`config.mk`:
```
export PLATFORM = sky130hd
export DESIGN_NAME = usdp_data_port
export DESIGN_NICKNAME = d
export VERILOG_FILES = /design/src/common/usdp_pkg.sv /design/src/core/usdp_data_port.sv /design/src/core/usdp_fifo.sv /design/src/core/usdp_buf2.sv
export VERILOG_INCLUDE_DIRS = /design/src /design/src/common
export SDC_FILE = /design/constraint.sdc
export NUM_CORES = 1
export LEC_CHECK = 0
export BUFFER_PORTS_ARGS = -buffer_cell sky130_fd_sc_hd__buf_2
export CAP_MARGIN = 20
export CORE_MARGIN = 3
export CORE_UTILIZATION = 30
export CTS_CLUSTER_DIAMETER = 200
export CTS_CLUSTER_SIZE = 14
export DETAILED_ROUTE_END_ITERATION = 7
export PLACE_DENSITY = 0.42
export SETUP_SLACK_MARGIN = 0.3
export SYNTH_ARGS = -nofsm -noshare
export SYNTH_HDL_FRONTEND = slang
export SYNTH_HIERARCHICAL = 1
export SYNTH_SLANG_ARGS = --single-unit
```
`constraint.sdc`:
```
create_clock -name clk -period 5.17 [get_ports clk]
set_input_delay 0.517 -clock clk [delete_from_list [all_inputs] [get_ports clk]]
set_output_delay 0.517 -clock clk [all_outputs]
set_load 0.1 [all_outputs]
```
`src/common/usdp_params.svh`:
```
// Purpose: addresses, field positions and reset values of the shadow data port
// Assumes: word-aligned AHB-Lite accesses
// Notes: included by bare name
`ifndef USDP_PARAMS_SVH
`define USDP_PARAMS_SVH
`define USDP_SHADOW4_ADDR 32'h5000_1140
`define USDP_SHADOW_FIRST 32'h5000_1130
`define USDP_SHADOW_LAST  32'h5000_116c
`define USDP_CTRL_ADDR    32'h5000_1180
`define USDP_STAT_ADDR    32'h5000_1184
`define USDP_DATA_RESET   16'h0000
`define USDP_CTRL_FIFO_EN 0
`define USDP_CTRL_IR_MODE 1
`define USDP_STAT_RX_READY 0
`define USDP_STAT_OVERRUN 1
`define USDP_STAT_TX_FULL 2
`define USDP_STAT_RX_FULL 3
`define USDP_STAT_TX_EMPTY 5
`define USDP_RX_DEPTH     16
`define USDP_TX_DEPTH     16
`endif

```
`src/common/usdp_pkg.sv`:
```
// Purpose: types of the shadow data port
// Assumes: nothing
// Notes: constants live in usdp_params.svh
package usdp_pkg;

  typedef enum logic [1:0] {
    USDP_ACC_NONE = 2'b00,
    USDP_ACC_DATA = 2'b01,
    USDP_ACC_CTRL = 2'b10,
    USDP_ACC_STAT = 2'b11
  } usdp_acc_t;

  typedef struct packed {
    usdp_acc_t   wr_acc;
    logic [7:0]  rx_hold;
    logic        rx_rdy;
    logic [7:0]  tx_hold;
    logic        tx_hold_full;
    logic        overrun;
    logic        fifo_en;
    logic        ir_mode;
    logic [31:0] rdata;
  } usdp_state_t;

endpackage : usdp_pkg

```
`src/core/usdp_data_port.sv`:
```
// Purpose: shadow receive/transmit data port of a uart, AHB-Lite slave
// Assumes: characters arrive from and leave to an external serializer
// Notes: zero wait state slave; reads pop in the address phase
//
// Our own choice: register access over AHB-Lite.
`timescale 1ns/10ps
`include "usdp_params.svh"
module usdp_data_port #(
  parameter int RX_DEPTH = `USDP_RX_DEPTH,
  parameter int TX_DEPTH = `USDP_TX_DEPTH
) (
  input  wire logic        clk,
  input  wire logic        rst_b,
  // ******************************
  // ahb-lite slave
  // ******************************
  input  wire logic        hsel,
  input  wire logic [31:0] haddr,
  input  wire logic [1:0]  htrans,
  input  wire logic        hwrite,
  input  wire logic [2:0]  hsize,
  input  wire logic [31:0] hwdata,
  input  wire logic        hready,
  output logic             hreadyout,
  output logic             hresp,
  output logic      [31:0] hrdata,
  // ******************************
  // receive side
  // ******************************
  input  wire logic        uart_rx_valid,
  input  wire logic [7:0]  uart_rx_data,
  input  wire logic        ir_rx_valid,
  input  wire logic [7:0]  ir_rx_data,
  // ******************************
  // transmit side
  // ******************************
  output logic             uart_tx_valid,
  input  wire logic        uart_tx_ready,
  output logic             ir_tx_valid,
  input  wire logic        ir_tx_ready,
  output logic      [7:0]  tx_data,
  // ******************************
  // flags towards line state logic
  // ******************************
  output logic             receive_data_ready_flag,
  output logic             tx_holding_empty_flag,
  output logic             overrun_flag,
  output logic             fifo_enable,
  output logic             ir_mode
);
  import usdp_pkg::*;

  usdp_state_t st_r;
  usdp_state_t st_nxt;

  // ******************************
  // address phase decode
  // ******************************
  logic      addr_ok;
  logic      in_shadow;
  usdp_acc_t acc;
  logic      rd_now;
  logic      wr_now;

  assign addr_ok   = hsel && hready && htrans[1];
  assign in_shadow = (haddr >= `USDP_SHADOW_FIRST)
                  && (haddr <= `USDP_SHADOW_LAST)
                  && (haddr[1:0] == 2'b00);

  always_comb begin
    if (in_shadow) begin
      acc = USDP_ACC_DATA;
    end else if (haddr == `USDP_CTRL_ADDR) begin
      acc = USDP_ACC_CTRL;
    end else if (haddr == `USDP_STAT_ADDR) begin
      acc = USDP_ACC_STAT;
    end else begin
      acc = USDP_ACC_NONE;
    end
  end

  assign rd_now = addr_ok && !hwrite;
  assign wr_now = addr_ok && hwrite;

  // ******************************
  // receive path
  // ******************************
  logic       rx_valid;
  logic [7:0] rx_byte;
  logic       rx_push;
  logic       rx_pop;
  logic [7:0] rx_head;
  logic       rx_empty;
  logic       rx_full;
  logic       rx_rdy_flag;
  logic       flush;

  // source follows the line mode
  assign rx_valid = st_r.ir_mode ? ir_rx_valid : uart_rx_valid;
  assign rx_byte  = st_r.ir_mode ? ir_rx_data : uart_rx_data;

  assign rx_rdy_flag = st_r.fifo_en ? !rx_empty : st_r.rx_rdy;
  assign rx_pop      = rd_now && (acc == USDP_ACC_DATA) && rx_rdy_flag;
  // full fifo keeps its entries unless a read frees a slot this cycle
  assign rx_push = st_r.fifo_en && rx_valid && (!rx_full || rx_pop);

  usdp_fifo #(
    .W (8),
    .D (RX_DEPTH)
  ) u_rx_fifo (
    .clk   (clk),
    .rst_b (rst_b),
    .flush (flush),
    .push  (rx_push),
    .pop   (rx_pop && st_r.fifo_en),
    .wdata (rx_byte),
    .rdata (rx_head),
    .empty (rx_empty),
    .full  (rx_full)
  );

  // ******************************
  // transmit path
  // ******************************
  logic       wr_data;
  logic [7:0] wr_byte;
  logic       tx_push;
  logic       tx_pop;
  logic [7:0] tx_head;
  logic       tx_empty;
  logic       tx_full;
  logic       src_valid;
  logic       src_ready;
  logic [7:0] src_data;
  logic       buf_valid;
  logic       buf_ready;

  // writes land in the data phase, one cycle after the address phase
  assign wr_data = (st_r.wr_acc == USDP_ACC_DATA);
  assign wr_byte = hwdata[7:0];

  assign tx_push = wr_data && st_r.fifo_en && !tx_full;
  assign tx_pop  = st_r.fifo_en && !tx_empty && src_ready;

  usdp_fifo #(
    .W (8),
    .D (TX_DEPTH)
  ) u_tx_fifo (
    .clk   (clk),
    .rst_b (rst_b),
    .flush (flush),
    .push  (tx_push),
    .pop   (tx_pop),
    .wdata (wr_byte),
    .rdata (tx_head),
    .empty (tx_empty),
    .full  (tx_full)
  );

  assign src_valid = st_r.fifo_en ? !tx_empty : st_r.tx_hold_full;
  assign src_data  = st_r.fifo_en ? tx_head : st_r.tx_hold;

  // stall by the serializer fills this buffer, then holds the source
  usdp_buf2 #(
    .W (8)
  ) u_tx_buf (
    .clk       (clk),
    .rst_b     (rst_b),
    .in_valid  (src_valid),
    .in_ready  (src_ready),
    .in_data   (src_data),
    .out_valid (buf_valid),
    .out_ready (buf_ready),
    .out_data  (tx_data)
  );

  assign uart_tx_valid = buf_valid && !st_r.ir_mode;
  assign ir_tx_valid   = buf_valid && st_r.ir_mode;
  assign buf_ready     = st_r.ir_mode ? ir_tx_ready : uart_tx_ready;

  // ******************************
  // control write and fifo flush
  // ******************************
  logic wr_ctrl;
  logic new_fifo_en;

  assign wr_ctrl     = (st_r.wr_acc == USDP_ACC_CTRL);
  assign new_fifo_en = hwdata[`USDP_CTRL_FIFO_EN];
  // toggling the fifo mode empties both fifos; bytes already in the transmit buffer u_tx_buf still go out
  assign flush       = wr_ctrl && (new_fifo_en != st_r.fifo_en);

  // ******************************
  // next state
  // ******************************
  logic rd_stat;
  logic rx_lost;

  assign rd_stat = rd_now && (acc == USDP_ACC_STAT);
  assign rx_lost = st_r.fifo_en ? (rx_valid && rx_full && !rx_pop)
                                : (rx_valid && st_r.rx_rdy && !rx_pop);

  always_comb begin
    st_nxt = st_r;
    st_nxt.wr_acc = wr_now ? acc : USDP_ACC_NONE;

    // single holding byte when fifos are off
    if (!st_r.fifo_en) begin
      if (rx_valid) begin
        st_nxt.rx_hold = rx_byte;
        st_nxt.rx_rdy  = 1'b1;
      end else if (rx_pop) begin
        st_nxt.rx_rdy = 1'b0;
      end
    end

    if (!st_r.fifo_en) begin
      if (src_valid && src_ready) begin
        st_nxt.tx_hold_full = 1'b0;
      end
      if (wr_data) begin
        st_nxt.tx_hold      = wr_byte;
        st_nxt.tx_hold_full = 1'b1;
      end
    end

    // status read clears overrun; a new loss in that cycle wins
    if (rd_stat) begin
      st_nxt.overrun = 1'b0;
    end
    if (rx_lost) begin
      st_nxt.overrun = 1'b1;
    end

    if (wr_ctrl) begin
      st_nxt.fifo_en = new_fifo_en;
      st_nxt.ir_mode = hwdata[`USDP_CTRL_IR_MODE];
      if (flush) begin
        st_nxt.rx_rdy       = 1'b0;
        st_nxt.tx_hold_full = 1'b0;
      end
    end

    // read data is captured at the address phase edge
    st_nxt.rdata = '0;
    if (rd_now) begin
      unique case (acc)
        USDP_ACC_DATA: begin
          // upper byte of the 16-bit register and above read zero
          st_nxt.rdata[15:0] = `USDP_DATA_RESET;
          st_nxt.rdata[7:0]  = st_r.fifo_en ? rx_head : st_r.rx_hold;
        end
        USDP_ACC_CTRL: begin
          st_nxt.rdata[`USDP_CTRL_FIFO_EN] = st_r.fifo_en;
          st_nxt.rdata[`USDP_CTRL_IR_MODE] = st_r.ir_mode;
        end
        USDP_ACC_STAT: begin
          st_nxt.rdata[`USDP_STAT_RX_READY] = rx_rdy_flag;
          st_nxt.rdata[`USDP_STAT_OVERRUN] = st_r.overrun;
          st_nxt.rdata[`USDP_STAT_TX_FULL] = st_r.fifo_en && tx_full;
          st_nxt.rdata[`USDP_STAT_RX_FULL] = st_r.fifo_en && rx_full;
          st_nxt.rdata[`USDP_STAT_TX_EMPTY] = tx_holding_empty_flag;
        end
        USDP_ACC_NONE: begin
          st_nxt.rdata = '0;
        end
      endcase
    end
  end

  always_ff @(posedge clk or negedge rst_b) begin
    if (!rst_b) begin
      st_r <= '0;
    end else begin
      st_r <= st_nxt;
    end
  end

  // ******************************
  // outputs
  // ******************************
  assign hreadyout = 1'b1;
  assign hresp     = 1'b0;
  assign hrdata    = st_r.rdata;

  assign receive_data_ready_flag = rx_rdy_flag;
  // empty flag follows the fifo in fifo mode, the holding byte otherwise
  assign tx_holding_empty_flag   = st_r.fifo_en ? tx_empty : !st_r.tx_hold_full;
  assign overrun_flag            = st_r.overrun;
  assign fifo_enable             = st_r.fifo_en;
  assign ir_mode                 = st_r.ir_mode;

  // hsize is accepted but only whole-word accesses are meaningful
  logic unused_ok;
  assign unused_ok = ^{hsize, htrans[0]};
endmodule : usdp_data_port

```
`src/core/usdp_fifo.sv`:
```
// Purpose: synchronous fifo with flush
// Assumes: D is a power of two, at least 2
// Notes: push while full is accepted only together with a pop
`timescale 1ns/10ps
module usdp_fifo #(
  parameter int W = 8,
  parameter int D = 16
) (
  input  wire logic         clk,
  input  wire logic         rst_b,
  input  wire logic         flush,
  input  wire logic         push,
  input  wire logic         pop,
  input  wire logic [W-1:0] wdata,
  output logic      [W-1:0] rdata,
  output logic              empty,
  output logic              full
);
  localparam int AW = $clog2(D);
  typedef struct packed {
    logic [D-1:0][W-1:0] mem;
    logic [AW-1:0]       wp;
    logic [AW-1:0]       rp;
    logic [AW:0]         cnt;
  } usdp_fifo_st_t;
  usdp_fifo_st_t st_r;
  usdp_fifo_st_t st_nxt;
  logic do_push;
  logic do_pop;

  assign empty = (st_r.cnt == '0);
  assign full  = (st_r.cnt == (AW+1)'(D));
  assign rdata = st_r.mem[st_r.rp];
  assign do_pop  = pop && !empty;
  assign do_push = push && (!full || do_pop);

  always_comb begin
    st_nxt = st_r;
    if (do_push) begin
      st_nxt.mem[st_r.wp] = wdata;
      st_nxt.wp = st_r.wp + 1'b1;
    end
    if (do_pop) begin
      st_nxt.rp = st_r.rp + 1'b1;
    end
    st_nxt.cnt = st_r.cnt + (AW+1)'(do_push) - (AW+1)'(do_pop);
    if (flush) begin
      st_nxt.wp  = '0;
      st_nxt.rp  = '0;
      st_nxt.cnt = '0;
    end
  end

  always_ff @(posedge clk or negedge rst_b) begin
    if (!rst_b) begin
      st_r <= '0;
    end else begin
      st_r <= st_nxt;
    end
  end
endmodule : usdp_fifo

```
`src/core/usdp_buf2.sv`:
```
// Purpose: two-entry buffer between transmit holding and serializer
// Assumes: nothing
// Notes: a stall downstream fills it, then in_ready drops
`timescale 1ns/10ps
module usdp_buf2 #(
  parameter int W = 8
) (
  input  wire logic         clk,
  input  wire logic         rst_b,
  input  wire logic         in_valid,
  output logic              in_ready,
  input  wire logic [W-1:0] in_data,
  output logic              out_valid,
  input  wire logic         out_ready,
  output logic      [W-1:0] out_data
);
  typedef struct packed {
    logic [1:0][W-1:0] mem;
    logic              wp;
    logic              rp;
    logic [1:0]        cnt;
  } usdp_buf_st_t;
  usdp_buf_st_t st_r;
  usdp_buf_st_t st_nxt;
  logic take;
  logic give;

  assign in_ready  = (st_r.cnt != 2'd2);
  assign out_valid = (st_r.cnt != 2'd0);
  assign out_data  = st_r.mem[st_r.rp];
  assign take = in_valid && in_ready;
  assign give = out_valid && out_ready;

  always_comb begin
    st_nxt = st_r;
    if (take) begin
      st_nxt.mem[st_r.wp] = in_data;
      st_nxt.wp = ~st_r.wp;
    end
    if (give) begin
      st_nxt.rp = ~st_r.rp;
    end
    st_nxt.cnt = st_r.cnt + 2'(take) - 2'(give);
  end

  always_ff @(posedge clk or negedge rst_b) begin
    if (!rst_b) begin
      st_r <= '0;
    end else begin
      st_r <= st_nxt;
    end
  end
endmodule : usdp_buf2

```
* Word level (Yosys, flattened, before mapping)
Index checks and enable logic that the tools add are counted.
Storage, ports and cells: word-level logic and storage cells 196, output and inout port bits 49, flip-flop bits (word level) 357
Cells by class: $lt $le $gt $ge 11, bitwise gates (word level) 3, reductions and logical operators 57, multiplexer cells 52, add/sub/neg operators 10, eq/ne operators 11
Operator list (count):
- 128-bit bitwise mux | 2
- 8-bit 2-to-1 mux | 11
- 8-bit binary-select mux with 4-bit select | 2
- 8-bit demux with 4-bit select | 2
- 32-bit by 31-bit == test with 1-bit output, second input constant | 2
- 1-bit logical AND | 34
- 32-bit by 31-bit greater-or-equal comparator with 1-bit output, second input constant | 1
- 32-bit by 31-bit less-or-equal comparator with 1-bit output, second input constant | 1
- 13-bit 2-to-1 mux | 2
- 4-bit by 5-bit less-than comparator with 1-bit output, second input constant | 4
- 1-bit 2-to-1 mux | 19
- 4-bit by 1-bit adder with 4-bit output, second input constant | 4
- 16-bit bitwise mux | 1
- 4-bit 2-to-1 mux | 4
- 2-bit nonzero test | 6
- 5-bit by 1-bit adder with 5-bit output | 2
- 5-bit == test, second input constant | 2
- 5-bit logical NOT | 2
- 2-bit 2-to-1 mux | 5
- 5-bit by 1-bit subtractor with 5-bit output | 2
- 8-bit demux with 1-bit select | 1
- 4-bit by 1-bit greater-or-equal comparator with 1-bit output, second input constant | 2
- 1-bit logical NOT | 8
- 2-bit case mux with 4 select lines | 1
- other kinds (14) | 24

* Logic depth before layout (Yosys ltp)
Gate-level depths: netlist of the first run.
depth in word-level cells 14, depth in mapped cells 16

* Modules after synthesis
The synthesis of the first run kept the hierarchy.
By module, submodules not included:
- usdp_fifo at u_tx_fifo | cells an instance 478, times used 1, area each 6819.0 um2
- usdp_fifo at u_rx_fifo | cells an instance 475, times used 1, area each 6708.9 um2
- usdp_data_port | cells an instance 191, times used 1, area each 2021.9 um2
- usdp_buf2 | cells an instance 60, times used 1, area each 972.2 um2

* Worst setup path before layout of the first run
Ideal clock, no wire load.
path type register to register, start point register st_r, in the netlist fifo_enable, end point register u_tx_fifo/st_r[4] (netlist name), clock period less this slack 4.651 ns, data required time 5.092 ns, buffers on the path 4, data arrival time 4.572 ns, slack 0.519 ns, stages on the path, launching flop included 15, cells stage by stage dfrtp_1 clkbuf_1 buf_1 clkbuf_1 nor4bb_1 buf_2 o21ai_0 ha_1 inv_1 ha_1 fa_1 a21oi_1 nor2_1 or3_1 a21oi_1
RTL lines:
- start, declared | line usdp_data_port.sv:53 | usdp_state_t st_r;
- start signal, assigned | line usdp_data_port.sv:274 | st_r <= st_nxt;
- end signal, assigned | line usdp_fifo.sv:58 | st_r <= st_nxt;
- end, declared | line usdp_fifo.sv:26 | usdp_fifo_st_t st_r;

==> flow_metrics.env, run 1 <==
export IMPL_synth_edf_count=0
export IMPL_cts_tree="yes"
export IMPL_required_ps=5650
export IMPL_hold_path_class="in2reg"
export IMPL_slowest_stage="a2111o_1"
export IMPL_num_io_pins=143
export IMPL_cts_resized=0
export IMPL_grt_overflow_total=0
export IMPL_irDropWorstVdd_uv=201
export IMPL_switching_share=0.251
export IMPL_core_area_um2=54100
export IMPL_cts_sinks=333
export IMPL_die_height_um=241
export IMPL_ant_nets=0
export IMPL_fin_util=0.337
export IMPL_drt_iter0_drc=532
export IMPL_vias=9684
export IMPL_cell_internal_pwr_w=0.00371
export IMPL_area_growth_synth_to_final_pct=10.4
export IMPL_placed_cells=1929
export IMPL_initial_core_util=0.305
export IMPL_fin_worst_skew_ps=18.2
export IMPL_r2r_end="u_tx_fifo/st_r[4]$_DFF_PN0_"
export IMPL_holdPathStages=3
export IMPL_grt_max_degree=108
export IMPL_power_frac_seq=0.546
export IMPL_clock_tree_buffer_depth=3
export IMPL_comb_power_share=0.078
export IMPL_synth_seq_area_share=0.504
export IMPL_cp_end_kind="flip-flop"
export IMPL_setup_violations=0
export IMPL_io_buffers=88
export IMPL_grt_pass1_vias=10200
export IMPL_routed_wl_mm=41.1
export IMPL_track_usage=0.142
export IMPL_crit_path_max_incr_delay_ps=580
export IMPL_clkLatencyLatePin_ps=560
export IMPL_drive_above_1_share=0.415
export IMPL_crit_cells=16
export IMPL_hold_end="st_r[53]$_DFF_PN0_"
export IMPL_grt_pass1_wl_mm=63.4
export IMPL_post_cts_buffers=0
export IMPL_status="completed"
export IMPL_synth_top_area_cell="dfrtp_1"
export IMPL_reg2regPathDepth=14
export IMPL_wl_per_cell_um=21.0
export IMPL_power_density_nw_per_um2=272
export IMPL_avgSynthCellArea_um2=13.7
export IMPL_worstPathMaxFanout=10
export IMPL_slew_headroom=0.442
export IMPL_rsz0062_at_grt="no"
export IMPL_cap_viol_max_count=0
export IMPL_clockPowerShare=0.376
export IMPL_p_leak_nw=8.47
export IMPL_route_detailed_drc=0
export IMPL_start_kind="input pin"
export IMPL_firstDrtPassIters=4
export IMPL_rows=85
export IMPL_min_period_ps=3940
export IMPL_die_w_um=241
export IMPL_synth_cell_types=67
export IMPL_final_cells=1961
export IMPL_ctsHtreeMaxLevel=1
export IMPL_hold_viol=0
export IMPL_cp_num_buf_inv=3
export IMPL_root_buffer="clkbuf_16"
export IMPL_clk_pin_slew_ps=70
export IMPL_synth_area_um2=16500
export IMPL_placed_area_um2=17500
export IMPL_p_sw_w=0.00124
export IMPL_antenna_found_initial=0
export IMPL_fin_area_um2=18200
export IMPL_synth_flop_cell="dfrtp_1"
export IMPL_critPathKind="in2reg"
export IMPL_layout_nets=1383
export IMPL_setup_slack_ps=1230
export IMPL_die_area_um2=57900
export IMPL_crit_chain="buf_2 -> or4_1 -> or4_1 -> a2111o_1 -> o21ai_0 -> and3b_1 -> o21ai_0 -> ha_1 -> inv_1 -> ha_1 -> inv_1 -> fa_1 -> nor2b_1 -> o21bai_1 -> nand3_1 -> nor3b_1"
export IMPL_avgViaCountPerCell=4.94
export IMPL_critPathArrivalTime_ps=4410
export IMPL_hpwl_mm=27.1
export IMPL_diodes=0
export IMPL_reg2reg_slack_ps=1330
export IMPL_r2r_start="u_tx_fifo/st_r[2]$_DFF_PN0_"
export IMPL_yosysWarningCount=6
export IMPL_async_flop_share=1.00
export IMPL_numCtsBuffers=27
export IMPL_ys_seq_elements=333
export IMPL_synth_most_common_cell="dfrtp_1"
export IMPL_netlist_top_cells_count="333 x dfrtp_1, 296 x mux2_2, 76 x mux2i_1"
export IMPL_path_delay_family="simple AND/OR/NAND/NOR gates"
export IMPL_max_freq_mhz=254
export IMPL_place_ws_ps=644
export IMPL_worst_pin_slew_ps=837
export IMPL_setup_tns_ps=0
export IMPL_place_congestion=0.716
export IMPL_synth_cells=1204
export IMPL_synth_top_cell_area_share=0.504
export IMPL_slew_viol_final=0
export IMPL_finalCritPeriodShare=0.761
export IMPL_yosys_top_cells_area="dfrtp_1 50%, mux2_2 20%, mux2i_1 4.6%"
export IMPL_hp_start="haddr[2]"
metal layers:
metal	global-route usage	up-vias	wire length, µm	part of all wire
met5	0	-	0	0
met4	0.0271	0	741	0.018
met3	0.0184	39	850	0.021
met2	0.259	91	21600	0.53
met1	0.181	5092	17900	0.44
li1	-	4462	-	-
power by group through the flow:
| stage | sequential (W) | combinational [W] | clock (W) |
|---|---|---|---|
| floorplan | 0.00273 | 0.000284 | 0 |
| global placement | 0.00275 | 0.000394 | 0 |
| detailed placement | 0.00276 | 0.000399 | 0 |
| CTS | 0.00271 | 0.000399 | 0.00197 |
| global route | 0.00271 | 0.000425 | 0.00206 |
| finish | 0.00271 | 0.000388 | 0.00186 |
state kept, by name, summed over array words and instances, names as in the netlist:
signal,count
u_tx_buf/st_r,20
hrdata,8
fifo_enable,1
overrun_flag,1
ir_mode,1
u_rx_fifo/st_r,141
u_tx_fifo/st_r,141
st_r,20
placed cells by master, fill, tap and decap left out, types with 5 or more instances in the layout:
| cell type | instances |
|---|---|
| clkbuf_16 | 27 |
| and2_1 | 9 |
| dfrtp_1 | 331 |
| a221oi_1 | 32 |
| mux4_2 | 32 |
| buf_4 | 14 |
| mux2_4 | 16 |
| nand4_2 | 10 |
| inv_1 | 27 |
| o21ai_0 | 21 |
| a22oi_1 | 16 |
| mux2i_1 | 76 |
| buf_2 | 87 |
| nor2b_1 | 12 |
| ha_1 | 24 |
| mux2_2 | 296 |
| nand2_2 | 7 |
| and3b_1 | 5 |
| nand3_1 | 11 |
| conb_1 | 26 |
| nor2_1 | 31 |
| xor2_1 | 11 |
| xnor2_1 | 11 |
| a21oi_1 | 13 |
| nand2_1 | 33 |
worst register-to-register path: stages (launching register included):
cell and delay, ps:
dfrtp_1 380, inv_1 90, ha_1 180, or4b_1 630
inv_1 130, and3b_1 330, o21ai_0 490, ha_1 190
inv_1 40, ha_1 200, fa_1 410, a21oi_1 160
nor2_1 70, or3_1 340, a21oi_1 140
worst max-delay path by stage:
stage / from / slack (ps) / to
after global placement: haddr[24] / 690 / u_rx_fifo/st_r[4]$_DFF_PN0_
after detailed placement: haddr[24] / 640 / u_rx_fifo/st_r[4]$_DFF_PN0_
final: haddr[24] / 1230 / u_rx_fifo/st_r[4]$_DFF_PN0_
after floorplan: fifo_enable$_DFFE_PN0N_ / 520 / u_tx_fifo/st_r[4]$_DFF_PN0_
after global routing: haddr[24] / 920 / u_rx_fifo/st_r[4]$_DFF_PN0_
after CTS: haddr[24] / 1230 / u_rx_fifo/st_r[4]$_DFF_PN0_
what timing repair did:
action	CTS	global route
hold buffers	1	0
endpoints found under the hold margin	10	0
setup endpoints to repair	0	0
final cells by class:
cell class / instances / area [µm²]
Multi-Input combinational cell: 766 / 7620
Fill cell: 5336 / 35900
Clock inverter: 2 / 13.8
Inverter: 30 / 113
Tap cell: 696 / 871
Clock buffer: 29 / 683
Timing Repair Buffer: 105 / 606
Sequential cell: 333 / 8340
per-stage QoR:
stage / total power, W / hold WS (ps)
after detailed placement: 0.00315 / 475
final: 0.00495 / 282
after global placement: 0.00315 / 470
after floorplan: 0.00302 / 221
after CTS: 0.00508 / 233
after global routing: 0.00520 / 258
kinds of logic (layout without fill, tap and decap cells):
family                     count (synthesis)  count (layout)  synth area share
muxes                                    423             423             0.308
DFF                                      333             333             0.504
and+or+nand+nor                          166             166            0.0672
buffers and inverters                    129             166            0.0407
AOI/OAI and AO/OA                        103             103            0.0470
adders and majority gates                 26              26            0.0206
xor gates and xnor gates                  22              22            0.0117
other                                      2              26          0.000455
Power figures use the tool's default switching activity.
==> inputs of run 2 (changes only) <==
==> constraint.sdc (replaced) <==
create_clock -name clk -period 4 [get_ports clk]
set_input_delay 0.4 -clock clk [delete_from_list [all_inputs] [get_ports clk]]
set_output_delay 0.4 -clock clk [all_outputs]
set_load 0.1 [all_outputs]
==> flow_metrics.env, run 2 (synthesis results as in run 1) <==
export IMPL_wl_per_cell_um=21.1
export IMPL_numCtsBuffers=27
export IMPL_power_frac_seq=0.545
export IMPL_io_buffers=88
export IMPL_route_detailed_drc=0
export IMPL_cap_viol_max_count=0
export IMPL_path_delay_family="simple AND/OR/NAND/NOR gates"
export IMPL_firstDrtPassIters=4
export IMPL_clock_tree_buffer_depth=3
export IMPL_grt_pass1_vias=10000
export IMPL_hold_path_class="in2reg"
export IMPL_vias=9617
export IMPL_power_density_nw_per_um2=350
export IMPL_max_freq_mhz=286
export IMPL_p_sw_w=0.00163
export IMPL_grt_overflow_total=0
export IMPL_slew_viol_final=0
export IMPL_status="completed"
export IMPL_clkLatencyLatePin_ps=560
export IMPL_hold_viol=0
export IMPL_post_cts_buffers=0
export IMPL_critPathArrivalTime_ps=3970
export IMPL_cts_tree="yes"
export IMPL_fillers=5311
export IMPL_diodes=0
export IMPL_slew_headroom=0.395
export IMPL_critPathKind="reg2reg"
export IMPL_cts_sinks=333
export IMPL_drive_above_1_share=0.423
export IMPL_die_w_um=241
export IMPL_setup_violations=0
export IMPL_ctsHtreeMaxLevel=1
export IMPL_antenna_found_initial=0
export IMPL_core_area_um2=54100
export IMPL_setup_tns_ps=0
export IMPL_routed_wl_mm=41.5
export IMPL_final_cell_mix="330 x dfrtp_1, 296 x mux2_2, 87 x buf_2"
export IMPL_drt_iter0_drc=440
export IMPL_slowest_stage="or4b_1"
export IMPL_die_area_um2=57900
export IMPL_comb_power_share=0.079
export IMPL_root_buffer="clkbuf_16"
export IMPL_track_usage=0.142
export IMPL_final_common_cell="dfrtp_1"
export IMPL_layout_nets=1393
export IMPL_worst_pin_slew_ps=908
export IMPL_place_congestion=0.717
export IMPL_ant_nets=0
export IMPL_crit_path_max_incr_delay_ps=540
export IMPL_required_ps=4470
export IMPL_rows=85
export IMPL_area_growth_synth_to_final_pct=11.1
export IMPL_grt_max_degree=94
export IMPL_avgViaCountPerCell=4.88
export IMPL_grt_pass1_wl_mm=62.9
export IMPL_fin_util=0.339
export IMPL_cell_internal_pwr_w=0.00479
export IMPL_switching_share=0.253
export IMPL_min_period_ps=3490
export IMPL_initial_core_util=0.305
export IMPL_cpMostUsedCell="inv_1"
export IMPL_fin_worst_skew_ps=16.7
export IMPL_clockPowerShare=0.377
export IMPL_irDropWorstVdd_uv=262
export IMPL_finalCritPeriodShare=0.873
export IMPL_num_io_pins=143
export IMPL_die_height_um=241
export IMPL_multi_input_area_um2=7640
export IMPL_clk_pin_slew_ps=70
export IMPL_hpwl_mm=27.5
export IMPL_regArea_um2=8340
export IMPL_rsz0062_at_grt="no"
export IMPL_cp_num_buf_inv=4
export IMPL_crit_chain="inv_1 -> ha_1 -> or4b_1 -> inv_1 -> and3b_1 -> nand2_1 -> inv_1 -> ha_1 -> inv_1 -> ha_1 -> fa_1 -> a21oi_1 -> nor2_1 -> or3_1 -> a21oi_1"
export IMPL_start_kind="flip-flop"
export IMPL_p_leak_nw=8.52
export IMPL_cp_end_kind="flip-flop"
export IMPL_largestRegisters="u_rx_fifo/st_r (141), u_tx_fifo/st_r (141)"
export IMPL_worstPathMaxFanout=3
## run 2: changes by cell type in the layout (fill, tap and decap cells not counted), sizes merged
cell  change
buf      +10
inv       -1
## run 2: per-stage QoR
stage | hold slack (ps) | total power [W] | instances | setup WS (ps) | area (µm²)
after floorplan | 104 | 0.00390 | 1228 | 301 | 16700
after global placement | 473 | 0.00408 | 1939 | 135 | 17700
after detailed placement | 472 | 0.00408 | 1939 | 98.1 | 17700
after CTS | 130 | 0.00656 | 1970 | 393 | 18400
after global routing | 149 | 0.00673 | 1970 | 352 | 18400
final | 165 | 0.00642 | 1970 | 509 | 18400
## run 2: power groups by stage
stage / Sequential (W) / Clock [W] / Combinational (W)
6_report: 0.00350 / 0.00242 / 0.000505
3_5_place_dp: 0.00356 / 0 / 0.000520
2_1_floorplan: 0.00353 / 0 / 0.000367
3_3_place_gp: 0.00356 / 0 / 0.000515
4_1_cts: 0.00350 / 0.00254 / 0.000521
5_1_grt: 0.00351 / 0.00267 / 0.000553
## run 2: layer usage
layer  global-route usage  wire (µm)  up-vias
li1                     -          -     4472
met1                0.182      18000     5007
met2                0.255      21500       98
met3               0.0182       1050       40
met4               0.0352        944        0
met5                    0          0        -
## run 2: final timing paths
check                                                    start                        endpoint  slack [ps]  cells after the start
worst min register to register  u_rx_fifo/st_r[51]$_DFFE_PN0P_  u_rx_fifo/st_r[51]$_DFFE_PN0P_         490                      1
min in group asynchronous                                rst_b  u_tx_fifo/st_r[20]$_DFFE_PN0P_         490                      2
worst max register to register     u_tx_fifo/st_r[2]$_DFF_PN0_     u_tx_fifo/st_r[4]$_DFF_PN0_         510                     15
worst max-delay path               u_tx_fifo/st_r[2]$_DFF_PN0_     u_tx_fifo/st_r[4]$_DFF_PN0_         510                     15
max in group asynchronous                                rst_b  u_rx_fifo/st_r[84]$_DFFE_PN0P_        2520                      3
worst min-delay path                                  haddr[2]              st_r[53]$_DFF_PN0_         160                      3
## run 2: layout make-up
class	count	area share
inverters	30	0.00613
flip-flops and latches	333	0.454
well taps	696	0.0474
clock inverters	1	0.000273
clock buffers	29	0.0372
multi-input cells	766	0.416
repair buffers	115	0.0384
## run 2: what timing repair did
action / 4_1_cts / 5_1_grt
gates resized for setup: 0 / 3
endpoints found under the hold margin: 89 / 0
hold buffers: 1 / 0
setup endpoints to repair: 0 / 2
## run 2: worst register-to-register path: stages (launching register included)
cell	delay (ps)
dfrtp_1	380
inv_1	90
ha_1	190
or4b_1	540
inv_1	130
and3b_1	240
nand2_1	160
inv_1	60
ha_1	270
inv_1	40
ha_1	190
fa_1	410
a21oi_1	150
nor2_1	70
or3_1	340
a21oi_1	140
